## config.mk

```make
export PLATFORM = sky130hd
export DESIGN_NAME = p9fs_pin_select
export DESIGN_NICKNAME = d
export VERILOG_FILES = /design/src/rtl/p9fs_pkg.sv /design/src/rtl/p9fs_sync.sv /design/src/rtl/p9fs_pin_select.sv
export SDC_FILE = /design/constraint.sdc
export NUM_CORES = 1
export LEC_CHECK = 0
export ABC_CLOCK_PERIOD_IN_PS = 2200
export BUFFER_PORTS_ARGS = -buffer_cell sky130_fd_sc_hd__buf_2
export CAP_MARGIN = 0
export CORE_AREA = 2 2 126 128
export CTS_CLUSTER_DIAMETER = 30
export DETAILED_ROUTE_END_ITERATION = 6
export DIE_AREA = 0 0 128 130
export SKIP_CTS_REPAIR_TIMING = 1
export SLEW_MARGIN = 40
export SYNTH_ARGS = -nofsm -noshare
export SYNTH_HDL_FRONTEND = slang
export SYNTH_HIERARCHICAL = 1
export SYNTH_SLANG_ARGS = --single-unit
```

## constraint.sdc

```tcl
create_clock -name clk -period 2.2 [get_ports clk]
set_clock_uncertainty 0.05 [all_clocks]
set_input_delay 0.22 -clock clk [delete_from_list [all_inputs] [get_ports clk]]
set_output_delay 0.22 -clock clk [all_outputs]
set_load 0.005 [all_outputs]
```

## src/rtl/p9fs_pkg.sv

```systemverilog
// Contract
// - Direction bit 1 with no alternate select: pin driven as port output
// - Direction 0, pull-up 1, no alternates: port input with pull-up on
// - Direction 0, pull-up 0, no alternates: plain port input, no pull-up
// - A-D bit 6 set, bit 7 clear, serial select 0: extension input
// - A-D bits 7 and 6 set, serial select 0: op-amp output on pin
// - Serial select bit set, other selects clear: pin is serial clock
// - Serial clock direction bit: 1 drives clock out, 0 takes it in
// - D-A enable bit, with the timer event clock bit clear, puts channel output on its pin
// - All selects clear: pins feed timer B4 and B3 count inputs
package p9fs_pkg;
    localparam int ADDR_W = 12;
    localparam int IDX_W = 10;

    // Register indices; byte address is four times the index
    localparam logic [9:0] DIR_IDX = 10'h3F3;
    localparam logic [9:0] PU_IDX = 10'h3FE;
    localparam logic [9:0] AD1_IDX = 10'h3D7;
    localparam logic [9:0] SIO4_IDX = 10'h366;
    localparam logic [9:0] DAC_IDX = 10'h3DC;
    localparam logic [9:0] TB4_IDX = 10'h35C;
    localparam logic [9:0] TB3_IDX = 10'h35B;
    localparam logic [9:0] DATA_IDX = 10'h310;
    localparam logic [9:0] STAT_IDX = 10'h311;

    localparam int DIR_PIN5_BIT = 5;
    localparam int DIR_PIN4_BIT = 4;
    localparam int DIR_PIN3_BIT = 3;
    localparam int PU_HI_BIT = 3;
    localparam int PU_LO_BIT = 2;
    localparam int AD_EXT_BIT = 6;
    localparam int AD_OPAMP_BIT = 7;
    localparam int SIO_PSEL_BIT = 3;
    localparam int SIO_CLKDIR_BIT = 6;
    localparam int DA1_EN_BIT = 1;
    localparam int DA0_EN_BIT = 0;
    localparam int EVT_CLK_BIT = 7;

    // Status register layout
    localparam int ST_IN3_BIT = 0;
    localparam int ST_IN4_BIT = 1;
    localparam int ST_IN5_BIT = 2;
    localparam int ST_OE3_BIT = 3;
    localparam int ST_OE4_BIT = 4;
    localparam int ST_OE5_BIT = 5;

    localparam logic [7:0] DIR_RST = 8'h00;
    localparam logic [7:0] PU_RST = 8'h00;
    localparam logic [7:0] AD1_RST = 8'h00;
    localparam logic [7:0] SIO4_RST = 8'h00;
    localparam logic [7:0] DAC_RST = 8'h00;
    localparam logic [7:0] TB_RST = 8'h00;
    localparam logic [7:0] DATA_RST = 8'h00;

    localparam logic [1:0] RESP_OKAY = 2'h0;
    localparam logic [1:0] RESP_SLVERR = 2'h2;

    typedef enum logic [8:0] {
        PM_PORT_IN    = 9'h001,
        PM_PORT_IN_PU = 9'h002,
        PM_PORT_OUT   = 9'h004,
        PM_ANA_IN     = 9'h008,
        PM_OPAMP_OUT  = 9'h010,
        PM_SCLK_OUT   = 9'h020,
        PM_SCLK_IN    = 9'h040,
        PM_DA_OUT     = 9'h080,
        PM_CNT_IN     = 9'h100
    } p9fs_mode_t;
endpackage

```

## src/rtl/p9fs_sync.sv

```systemverilog
`timescale 1ns/1ps
module p9fs_sync #(
    parameter int WIDTH = 3
) (
    input wire logic clk,
    input wire logic reset_n,
    input wire logic ce,
    input wire logic [WIDTH-1:0] pin_raw,
    output logic [WIDTH-1:0] level
);
    generate
        if (WIDTH < 1) begin : g_bad
            $error("p9fs_sync: WIDTH must be at least 1");
        end
        for (genvar i = 0; i < WIDTH; i++) begin : g_bit
            logic s1;
            logic s2;
            logic s3;
            logic lv;
            always_ff @(posedge clk or negedge reset_n) begin
                if (!reset_n) begin
                    s1 <= 1'b0;
                    s2 <= 1'b0;
                    s3 <= 1'b0;
                    lv <= 1'b0;
                end else if (ce) begin
                    s1 <= pin_raw[i];
                    s2 <= s1;
                    s3 <= s2;
                    // Accept a change only once two stages agree
                    if (s2 == s3) begin
                        lv <= s3;
                    end
                end
            end
            assign level[i] = lv;
        end
    endgenerate
endmodule // p9fs_sync

```

## src/rtl/p9fs_pin_select.sv

```systemverilog
// Implementation choice: register access over AXI4-Lite.
`timescale 1ns/1ps
module p9fs_pin_select #(
    parameter int ADDR_W = p9fs_pkg::ADDR_W
) (
    input wire logic clk,
    input wire logic reset_n,
    input wire logic ce,
    input wire logic [ADDR_W-1:0] s_axi_awaddr,
    input wire logic s_axi_awvalid,
    output logic s_axi_awready,
    input wire logic [31:0] s_axi_wdata,
    input wire logic [3:0] s_axi_wstrb,
    input wire logic s_axi_wvalid,
    output logic s_axi_wready,
    output logic [1:0] s_axi_bresp,
    output logic s_axi_bvalid,
    input wire logic s_axi_bready,
    input wire logic [ADDR_W-1:0] s_axi_araddr,
    input wire logic s_axi_arvalid,
    output logic s_axi_arready,
    output logic [31:0] s_axi_rdata,
    output logic [1:0] s_axi_rresp,
    output logic s_axi_rvalid,
    input wire logic s_axi_rready,
    input wire logic port9_bit5_in,
    output logic port9_bit5_out,
    output logic port9_bit5_oe,
    output logic port9_bit5_pullup,
    input wire logic port9_bit4_in,
    output logic port9_bit4_out,
    output logic port9_bit4_oe,
    output logic port9_bit4_pullup,
    input wire logic port9_bit3_in,
    output logic port9_bit3_out,
    output logic port9_bit3_oe,
    output logic port9_bit3_pullup,
    input wire logic serial_unit4_clock_drive,
    output logic serial_unit4_clock,
    output logic analog_extension_in0_sel,
    output logic opamp_out_en,
    output logic analog_out_ch1_en,
    output logic analog_out_ch0_en,
    output logic timer_b4_count_in,
    output logic timer_b3_count_in
);
    generate
        if (ADDR_W < p9fs_pkg::ADDR_W) begin : g_bad
            $error("p9fs_pin_select: ADDR_W too small for the map");
        end
    endgenerate

    logic [7:0] port9_direction;
    logic [7:0] port_pullup_control;
    logic [7:0] ad_control1;
    logic [7:0] serial4_control;
    logic [7:0] da_control;
    logic [7:0] timer_b4_mode;
    logic [7:0] timer_b3_mode;
    logic [7:0] port9_data;
    logic [2:0] pin_level;
    p9fs_pkg::p9fs_mode_t mode5;
    p9fs_pkg::p9fs_mode_t mode4;
    p9fs_pkg::p9fs_mode_t mode3;

    function automatic logic idx_mapped(input logic [9:0] idx);
        idx_mapped = (idx == p9fs_pkg::DIR_IDX) || (idx == p9fs_pkg::PU_IDX)
            || (idx == p9fs_pkg::AD1_IDX) || (idx == p9fs_pkg::SIO4_IDX)
            || (idx == p9fs_pkg::DAC_IDX) || (idx == p9fs_pkg::TB4_IDX)
            || (idx == p9fs_pkg::TB3_IDX) || (idx == p9fs_pkg::DATA_IDX)
            || (idx == p9fs_pkg::STAT_IDX);
    endfunction

    // Shared pin: direction wins, then pull-up, then alternates
    function automatic p9fs_pkg::p9fs_mode_t decode_pin5(input logic dir,
        input logic pu, input logic ad7, input logic ad6, input logic psel,
        input logic clkdir);
        if (dir) begin
            decode_pin5 = p9fs_pkg::PM_PORT_OUT;
        end else if (pu) begin
            decode_pin5 = p9fs_pkg::PM_PORT_IN_PU;
        end else if (!psel && ad6 && !ad7) begin
            decode_pin5 = p9fs_pkg::PM_ANA_IN;
        end else if (!psel && ad6 && ad7) begin
            decode_pin5 = p9fs_pkg::PM_OPAMP_OUT;
        end else if (psel && !ad6 && !ad7) begin
            decode_pin5 = clkdir ? p9fs_pkg::PM_SCLK_OUT
                                 : p9fs_pkg::PM_SCLK_IN;
        end else begin
            decode_pin5 = p9fs_pkg::PM_PORT_IN;
        end
    endfunction

    function automatic p9fs_pkg::p9fs_mode_t decode_da(input logic dir,
        input logic pu, input logic da_en, input logic evt);
        if (dir) begin
            decode_da = p9fs_pkg::PM_PORT_OUT;
        end else if (pu) begin
            decode_da = p9fs_pkg::PM_PORT_IN_PU;
        end else if (da_en && !evt) begin
            decode_da = p9fs_pkg::PM_DA_OUT;
        end else if (!da_en && !evt) begin
            decode_da = p9fs_pkg::PM_CNT_IN;
        end else begin
            decode_da = p9fs_pkg::PM_PORT_IN;
        end
    endfunction

    // AXI4-Lite write channel
    logic aw_held;
    logic w_held;
    logic [9:0] aw_idx;
    logic [7:0] w_byte;
    logic w_lane;
    logic aw_take;
    logic w_take;
    logic do_write;
    logic [9:0] wr_idx;
    logic [7:0] wr_byte;
    logic wr_lane;

    assign s_axi_awready = ce && !aw_held && !s_axi_bvalid;
    assign s_axi_wready = ce && !w_held && !s_axi_bvalid;
    assign aw_take = s_axi_awvalid && s_axi_awready;
    assign w_take = s_axi_wvalid && s_axi_wready;
    assign do_write = ce && !s_axi_bvalid && (aw_held || aw_take)
        && (w_held || w_take);
    assign wr_idx = aw_held ? aw_idx : s_axi_awaddr[11:2];
    assign wr_byte = w_held ? w_byte : s_axi_wdata[7:0];
    assign wr_lane = w_held ? w_lane : s_axi_wstrb[0];

    always_ff @(posedge clk or negedge reset_n) begin
        if (!reset_n) begin
            aw_held <= 1'b0;
            w_held <= 1'b0;
            aw_idx <= 10'h000;
            w_byte <= 8'h00;
            w_lane <= 1'b0;
            s_axi_bvalid <= 1'b0;
            s_axi_bresp <= p9fs_pkg::RESP_OKAY;
        end else if (ce) begin
            if (do_write) begin
                aw_held <= 1'b0;
                w_held <= 1'b0;
                s_axi_bvalid <= 1'b1;
                s_axi_bresp <= idx_mapped(wr_idx) ? p9fs_pkg::RESP_OKAY
                                                  : p9fs_pkg::RESP_SLVERR;
            end else begin
                if (aw_take) begin
                    aw_held <= 1'b1;
                    aw_idx <= s_axi_awaddr[11:2];
                end
                if (w_take) begin
                    w_held <= 1'b1;
                    w_byte <= s_axi_wdata[7:0];
                    w_lane <= s_axi_wstrb[0];
                end
                if (s_axi_bvalid && s_axi_bready) begin
                    s_axi_bvalid <= 1'b0;
                end
            end
        end
    end

    always_ff @(posedge clk or negedge reset_n) begin
        if (!reset_n) begin
            port9_direction <= p9fs_pkg::DIR_RST;
            port_pullup_control <= p9fs_pkg::PU_RST;
            ad_control1 <= p9fs_pkg::AD1_RST;
            serial4_control <= p9fs_pkg::SIO4_RST;
            da_control <= p9fs_pkg::DAC_RST;
            timer_b4_mode <= p9fs_pkg::TB_RST;
            timer_b3_mode <= p9fs_pkg::TB_RST;
            port9_data <= p9fs_pkg::DATA_RST;
        end else if (ce && do_write && wr_lane) begin
            unique case (wr_idx)
                p9fs_pkg::DIR_IDX: port9_direction <= wr_byte;
                p9fs_pkg::PU_IDX: port_pullup_control <= wr_byte;
                p9fs_pkg::AD1_IDX: ad_control1 <= wr_byte;
                p9fs_pkg::SIO4_IDX: serial4_control <= wr_byte;
                p9fs_pkg::DAC_IDX: da_control <= wr_byte;
                p9fs_pkg::TB4_IDX: timer_b4_mode <= wr_byte;
                p9fs_pkg::TB3_IDX: timer_b3_mode <= wr_byte;
                p9fs_pkg::DATA_IDX: port9_data <= wr_byte;
                default: ;
            endcase
        end
    end

    // AXI4-Lite read channel
    logic [9:0] rd_idx;
    logic [7:0] rd_value;
    logic [7:0] status;

    assign s_axi_arready = ce && !s_axi_rvalid;
    assign rd_idx = s_axi_araddr[11:2];

    always_comb begin
        status = 8'h00;
        status[p9fs_pkg::ST_IN3_BIT] = pin_level[0];
        status[p9fs_pkg::ST_IN4_BIT] = pin_level[1];
        status[p9fs_pkg::ST_IN5_BIT] = pin_level[2];
        status[p9fs_pkg::ST_OE3_BIT] = port9_bit3_oe;
        status[p9fs_pkg::ST_OE4_BIT] = port9_bit4_oe;
        status[p9fs_pkg::ST_OE5_BIT] = port9_bit5_oe;
    end

    always_comb begin
        unique case (rd_idx)
            p9fs_pkg::DIR_IDX: rd_value = port9_direction;
            p9fs_pkg::PU_IDX: rd_value = port_pullup_control;
            p9fs_pkg::AD1_IDX: rd_value = ad_control1;
            p9fs_pkg::SIO4_IDX: rd_value = serial4_control;
            p9fs_pkg::DAC_IDX: rd_value = da_control;
            p9fs_pkg::TB4_IDX: rd_value = timer_b4_mode;
            p9fs_pkg::TB3_IDX: rd_value = timer_b3_mode;
            p9fs_pkg::DATA_IDX: rd_value = port9_data;
            p9fs_pkg::STAT_IDX: rd_value = status;
            default: rd_value = 8'h00;
        endcase
    end

    always_ff @(posedge clk or negedge reset_n) begin
        if (!reset_n) begin
            s_axi_rvalid <= 1'b0;
            s_axi_rdata <= 32'h0000_0000;
            s_axi_rresp <= p9fs_pkg::RESP_OKAY;
        end else if (ce) begin
            if (s_axi_arvalid && s_axi_arready) begin
                s_axi_rvalid <= 1'b1;
                s_axi_rdata <= {24'h00_0000, rd_value};
                s_axi_rresp <= idx_mapped(rd_idx) ? p9fs_pkg::RESP_OKAY
                                                  : p9fs_pkg::RESP_SLVERR;
            end else if (s_axi_rvalid && s_axi_rready) begin
                s_axi_rvalid <= 1'b0;
            end
        end
    end

    // Pin inputs into the clock domain
    p9fs_sync #(
        .WIDTH(3)
    ) u_sync (
        .clk(clk),
        .reset_n(reset_n),
        .ce(ce),
        .pin_raw({port9_bit5_in, port9_bit4_in, port9_bit3_in}),
        .level(pin_level)
    );

    assign mode5 = decode_pin5(port9_direction[p9fs_pkg::DIR_PIN5_BIT],
        port_pullup_control[p9fs_pkg::PU_HI_BIT],
        ad_control1[p9fs_pkg::AD_OPAMP_BIT], ad_control1[p9fs_pkg::AD_EXT_BIT],
        serial4_control[p9fs_pkg::SIO_PSEL_BIT],
        serial4_control[p9fs_pkg::SIO_CLKDIR_BIT]);
    assign mode4 = decode_da(port9_direction[p9fs_pkg::DIR_PIN4_BIT],
        port_pullup_control[p9fs_pkg::PU_HI_BIT],
        da_control[p9fs_pkg::DA1_EN_BIT],
        timer_b4_mode[p9fs_pkg::EVT_CLK_BIT]);
    assign mode3 = decode_da(port9_direction[p9fs_pkg::DIR_PIN3_BIT],
        port_pullup_control[p9fs_pkg::PU_LO_BIT],
        da_control[p9fs_pkg::DA0_EN_BIT],
        timer_b3_mode[p9fs_pkg::EVT_CLK_BIT]);

    assign port9_bit5_oe = (mode5 == p9fs_pkg::PM_PORT_OUT)
        || (mode5 == p9fs_pkg::PM_SCLK_OUT);
    assign port9_bit4_oe = (mode4 == p9fs_pkg::PM_PORT_OUT);
    assign port9_bit3_oe = (mode3 == p9fs_pkg::PM_PORT_OUT);
    // pull-ups by nibble, only in pulled input
    assign port9_bit5_pullup = (mode5 == p9fs_pkg::PM_PORT_IN_PU);
    assign port9_bit4_pullup = (mode4 == p9fs_pkg::PM_PORT_IN_PU);
    assign port9_bit3_pullup = (mode3 == p9fs_pkg::PM_PORT_IN_PU);
    assign analog_extension_in0_sel = (mode5 == p9fs_pkg::PM_ANA_IN);
    assign opamp_out_en = (mode5 == p9fs_pkg::PM_OPAMP_OUT);
    assign analog_out_ch1_en = (mode4 == p9fs_pkg::PM_DA_OUT);
    assign analog_out_ch0_en = (mode3 == p9fs_pkg::PM_DA_OUT);

    always_ff @(posedge clk or negedge reset_n) begin
        if (!reset_n) begin
            port9_bit5_out <= 1'b0;
            port9_bit4_out <= 1'b0;
            port9_bit3_out <= 1'b0;
            serial_unit4_clock <= 1'b0;
            timer_b4_count_in <= 1'b0;
            timer_b3_count_in <= 1'b0;
        end else if (ce) begin
            port9_bit5_out <= (mode5 == p9fs_pkg::PM_SCLK_OUT)
                ? serial_unit4_clock_drive
                : port9_data[p9fs_pkg::DIR_PIN5_BIT];
            port9_bit4_out <= port9_data[p9fs_pkg::DIR_PIN4_BIT];
            port9_bit3_out <= port9_data[p9fs_pkg::DIR_PIN3_BIT];
            serial_unit4_clock <= (mode5 == p9fs_pkg::PM_SCLK_IN)
                ? pin_level[2] : 1'b0;
            timer_b4_count_in <= (mode4 == p9fs_pkg::PM_CNT_IN)
                ? pin_level[1] : 1'b0;
            timer_b3_count_in <= (mode3 == p9fs_pkg::PM_CNT_IN)
                ? pin_level[0] : 1'b0;
        end
    end

    chk_port_out: assert property (@(posedge clk) disable iff (!reset_n)
        port9_direction[5] |-> port9_bit5_oe && !port9_bit5_pullup
            && !opamp_out_en)
        else $error("port output mode not driving pin");
    chk_pulled_in: assert property (@(posedge clk)
        disable iff (!reset_n)
        !port9_direction[4] && port_pullup_control[3]
            |-> port9_bit4_pullup && !port9_bit4_oe && !analog_out_ch1_en)
        else $error("pulled input mode wrong");
    chk_plain_in: assert property (@(posedge clk) disable iff (!reset_n)
        (port9_direction[3:2] == 2'h0) && (port_pullup_control[2] == 1'b0)
            |-> !port9_bit3_pullup && !port9_bit3_oe)
        else $error("plain input has drive or pull-up");
    chk_ana_in: assert property (@(posedge clk) disable iff (!reset_n)
        (mode5 != p9fs_pkg::PM_PORT_OUT) && !port9_bit5_pullup
            && ad_control1[6] && !ad_control1[7] && !serial4_control[3]
            |-> analog_extension_in0_sel && !port9_bit5_oe)
        else $error("extension input not selected");
    chk_opamp: assert property (@(posedge clk) disable iff (!reset_n)
        opamp_out_en |-> ad_control1[7] && ad_control1[6]
            && !serial4_control[3] && !port9_direction[5])
        else $error("op-amp output without its selects");
    chk_sclk_in: assert property (@(posedge clk) disable iff (!reset_n)
        ce && (mode5 == p9fs_pkg::PM_SCLK_IN)
            |=> serial_unit4_clock == $past(pin_level[2]))
        else $error("serial clock input not passed to unit");
    chk_sclk_dir: assert property (@(posedge clk) disable iff (!reset_n)
        ce && serial4_control[3] && (ad_control1[7:6] == 2'h0)
            && !port9_direction[5] && !port_pullup_control[3]
            |-> (port9_bit5_oe == serial4_control[6])
                ##1 (!$past(serial4_control[6])
                    || port9_bit5_out == $past(serial_unit4_clock_drive)))
        else $error("serial clock direction wrong");
    chk_da_out: assert property (@(posedge clk) disable iff (!reset_n)
        analog_out_ch0_en |-> da_control[0] && !port9_bit3_oe
            && !port9_bit3_pullup && !timer_b3_mode[7])
        else $error("D-A output without its selects");
    chk_count_in: assert property (@(posedge clk) disable iff (!reset_n)
        ce && (mode4 == p9fs_pkg::PM_CNT_IN)
            |=> timer_b4_count_in == $past(pin_level[1]))
        else $error("timer B4 count input not following pin");
    chk_pu_group: assert property (@(posedge clk)
        disable iff (!reset_n)
        port9_bit5_pullup || port9_bit4_pullup |-> port_pullup_control[3])
        else $error("high nibble pull-up without its bit");
    chk_write_next: assert property (@(posedge clk)
        disable iff (!reset_n)
        do_write && wr_lane && (wr_idx == p9fs_pkg::DIR_IDX)
            |=> port9_direction == $past(wr_byte)
                && (port9_bit5_oe || !$past(wr_byte[5])))
        else $error("direction write not applied next clock");
endmodule // p9fs_pin_select

```

==> impl_metrics.env <==
export IMPL_fillers=1415
export IMPL_cp_max_fo=8
export IMPL_peakVddDrop_uv=606
export IMPL_cpLargestDelayFamily="simple AND/OR/NAND/NOR gates"
export IMPL_grt_pass1_vias=4489
export IMPL_clk_pin_slew_ps=50
export IMPL_path_depth=7
export IMPL_synth_edff_count=0
export IMPL_reg2reg_to="port9_data[3]"
export IMPL_setup_viol=0
export IMPL_synth_warnings=6
export IMPL_start_util_pct=38.8
export IMPL_critical_path_cell_chain="buf_6 > nor4bb_4 > o22ai_2 > a21oi_2 > nor4b_4 > buf_12 > mux2_4"
export IMPL_die_area_um2=16600
export IMPL_hold_depth=2
export IMPL_htreeDepth=4
export IMPL_tightest_slew_ps=738
export IMPL_cp_start_kind="flip-flop"
export IMPL_grt_max_degree=47
export IMPL_seq_area_frac_synth_pct=48.0
export IMPL_dr_pass1_iters=4
export IMPL_yosys_top_cells_count="115 x dfrtp_1, 100 x mux2_2, 32 x buf_4"
export IMPL_reg2reg_depth=7
export IMPL_seqCellArea_um2=2880
export IMPL_required_ps=2450
export IMPL_ys_seq_elements=115
export IMPL_grt_pass1_wl_mm=23.9
export IMPL_via_count=4385
export IMPL_syn_inst=507
export IMPL_p_per_area_nw_per_um2=978
export IMPL_postRouteAntennaNets=0
export IMPL_fin_crit_ps=2160
export IMPL_io_buffers=71
export IMPL_avgSynthCellArea_um2=11.8
export IMPL_setup_tns_ps=0
export IMPL_leakage_uw=0.00362
export IMPL_drc=0
export IMPL_drive_above_1_share_pct=44.8
export IMPL_dieWidth_um=128
export IMPL_drv_cap=0
export IMPL_cts_root_buf="clkbuf_16"
export IMPL_slew_viol_final=0
export IMPL_synth_most_common_cell="dfrtp_1"
export IMPL_multi_input_area_um2=2980
export IMPL_ios=129
export IMPL_slew_headroom_pct=50.7
export IMPL_vias_per_cell=5.32
export IMPL_worstSetupEndpointType="flip-flop"
export IMPL_whs_ps=1.89
export IMPL_async_flop_share_pct=100
export IMPL_antenna_found_initial=0
export IMPL_status="finished, final reports clean"
export IMPL_critPathKind="flip-flop to flip-flop"
export IMPL_crit_arrival_ps=2400
export IMPL_first_iter_violations=220
export IMPL_syn_cell_area_um2=5990
export IMPL_regToRegStartpoint="aw_held"
export IMPL_wl_per_cell_um=18.7
export IMPL_whs_endpoint="w_byte[4]"
export IMPL_antennaDiodeCount=0
export IMPL_worst_hold_path_type="input pin to flip-flop"
export IMPL_fmax_mhz=464
export IMPL_finalCritPeriodShare_pct=98.0
export IMPL_cts_inserted_buffers=17
export IMPL_grtUsageTotal_pct=19.0
export IMPL_r2r_setup_slack_ps=40
export IMPL_tritoncts="yes"
export IMPL_core_area_um2=15400
export IMPL_insertion_delay_ps=410
export IMPL_synth_main_ff_cell="dfrtp_1"
export IMPL_die_y_um=130
export IMPL_crit_buf_inv=2
export IMPL_gr_total_overflow=0
export IMPL_synth_top_cell_by_area="dfrtp_1"
export IMPL_critPathLaunch="aw_held"
export IMPL_clockBufferDepth=2
export IMPL_hold_viol=0
export IMPL_synth_top_area_share_pct=48.0
export IMPL_nNetsFinal=691
export IMPL_fp_row_count=46
export IMPL_worst_path_max_delay_cell="dfrtp_2"
export IMPL_clkSinkCount=115
export IMPL_wirelength_mm=15.4
export IMPL_dp_hpwl_mm=11.0
export IMPL_place_gp_congestion=0.857
export IMPL_yosysUniqueCellTypes=61
export IMPL_area_growth_pct=26.1
export IMPL_rsz0062_at_grt="true"
export IMPL_min_delay_start="s_axi_wdata[4]"
export IMPL_synthTopCellsByArea="dfrtp_1 48%, mux2_2 19%, buf_4 4.0%, mux2_4 2.0%, nand2_1 1.6%"
export IMPL_max_stage_delay_ps=450
area by class of cell:
| type | count | share of cell area (%) |
|---|---|---|
| inverters | 7 | 0.348 |
| clock inverters | 10 | 2.02 |
| multi-input cells | 360 | 39.5 |
| clock buffers | 22 | 6.41 |
| repair buffers | 118 | 10.5 |
| flip-flops and latches | 115 | 38.1 |
| well taps | 192 | 3.18 |
flip-flops by register name, summed over array words and instances, names as in the netlist, 3 cells and up:
| name | cells |
|---|---|
| ad_control1 | 8 |
| aw_idx | 10 |
| da_control | 8 |
| port9_data | 8 |
| port9_direction | 8 |
| port_pullup_control | 8 |
| s_axi_rdata | 8 |
| serial4_control | 8 |
| timer_b3_mode | 8 |
| timer_b4_mode | 8 |
| u_sync/g_bit.lv | 3 |
| u_sync/g_bit.s1 | 3 |
| u_sync/g_bit.s2 | 3 |
| u_sync/g_bit.s3 | 3 |
| w_byte | 8 |
report_power, final:
part	switching, uW	internal, uW
combinational	828	844
sequential	317	2450
clock	946	2000
total	2090	5300
cell usage in the layout (no fill, tap or decap), drive strengths merged, types with 4 or more instances in the layout:
cell type	n
a21o	4
a21oi	17
a221oi	9
a22o	4
a22oi	9
buf	112
bufinv	4
clkbuf	22
clkinv	5
conb	26
dfrtp	115
dlygate4sd3	6
inv	7
mux2	108
mux2i	8
nand2	26
nand2b	4
nand3	7
nand4	6
nand4b	9
nor2	26
nor2b	10
nor3	9
nor3b	4
nor4	5
nor4b	5
nor4bb	8
o21ai	10
o2bb2ai	4
or2	5
how the worst max path moves through the flow:
stage          slack (ps)                to
6_report               40     port9_data[3]
5_1_grt               -50     port9_data[6]
4_1_cts              -210  timer_b4_mode[3]
3_5_place_dp         -200  timer_b4_mode[0]
3_3_place_gp          -60  timer_b4_mode[1]
2_1_floorplan         130    ad_control1[0]
metrics by stage:
stage          setup WS (ps)  utilization [%]  instance area (um^2)  cells  total power, uW
2_1_floorplan            128                -                  6080    532             3730
3_3_place_gp           -55.9             43.3                  6680    781             4250
3_5_place_dp            -202             43.3                  6680    781             4310
4_1_cts                 -207             47.4                  7320    813             7290
5_1_grt                -52.5             49.0                  7550    824             7740
6_report                43.5             49.0                  7550    824             7390
metal layers:
layer	wire [um]	track usage, %	vias to the layer above
met1	6710	24.2	2159
li1	-	-	2062
met3	705	4.18	30
met5	0	0	-
met2	7560	31.1	134
met4	423	9.24	0
kinds of logic after synthesis:
kind of cell           Yosys count  synth area share (%)
AO/OA/AOI/OAI                   76                  9.11
buffers and inverters           57                  5.83
flip-flops                     115                  48.0
multiplexers                   116                  22.1
other                            1                0.0626
AND/OR/NAND/NOR                142                  14.8
Power figures use the tool's default switching activity.
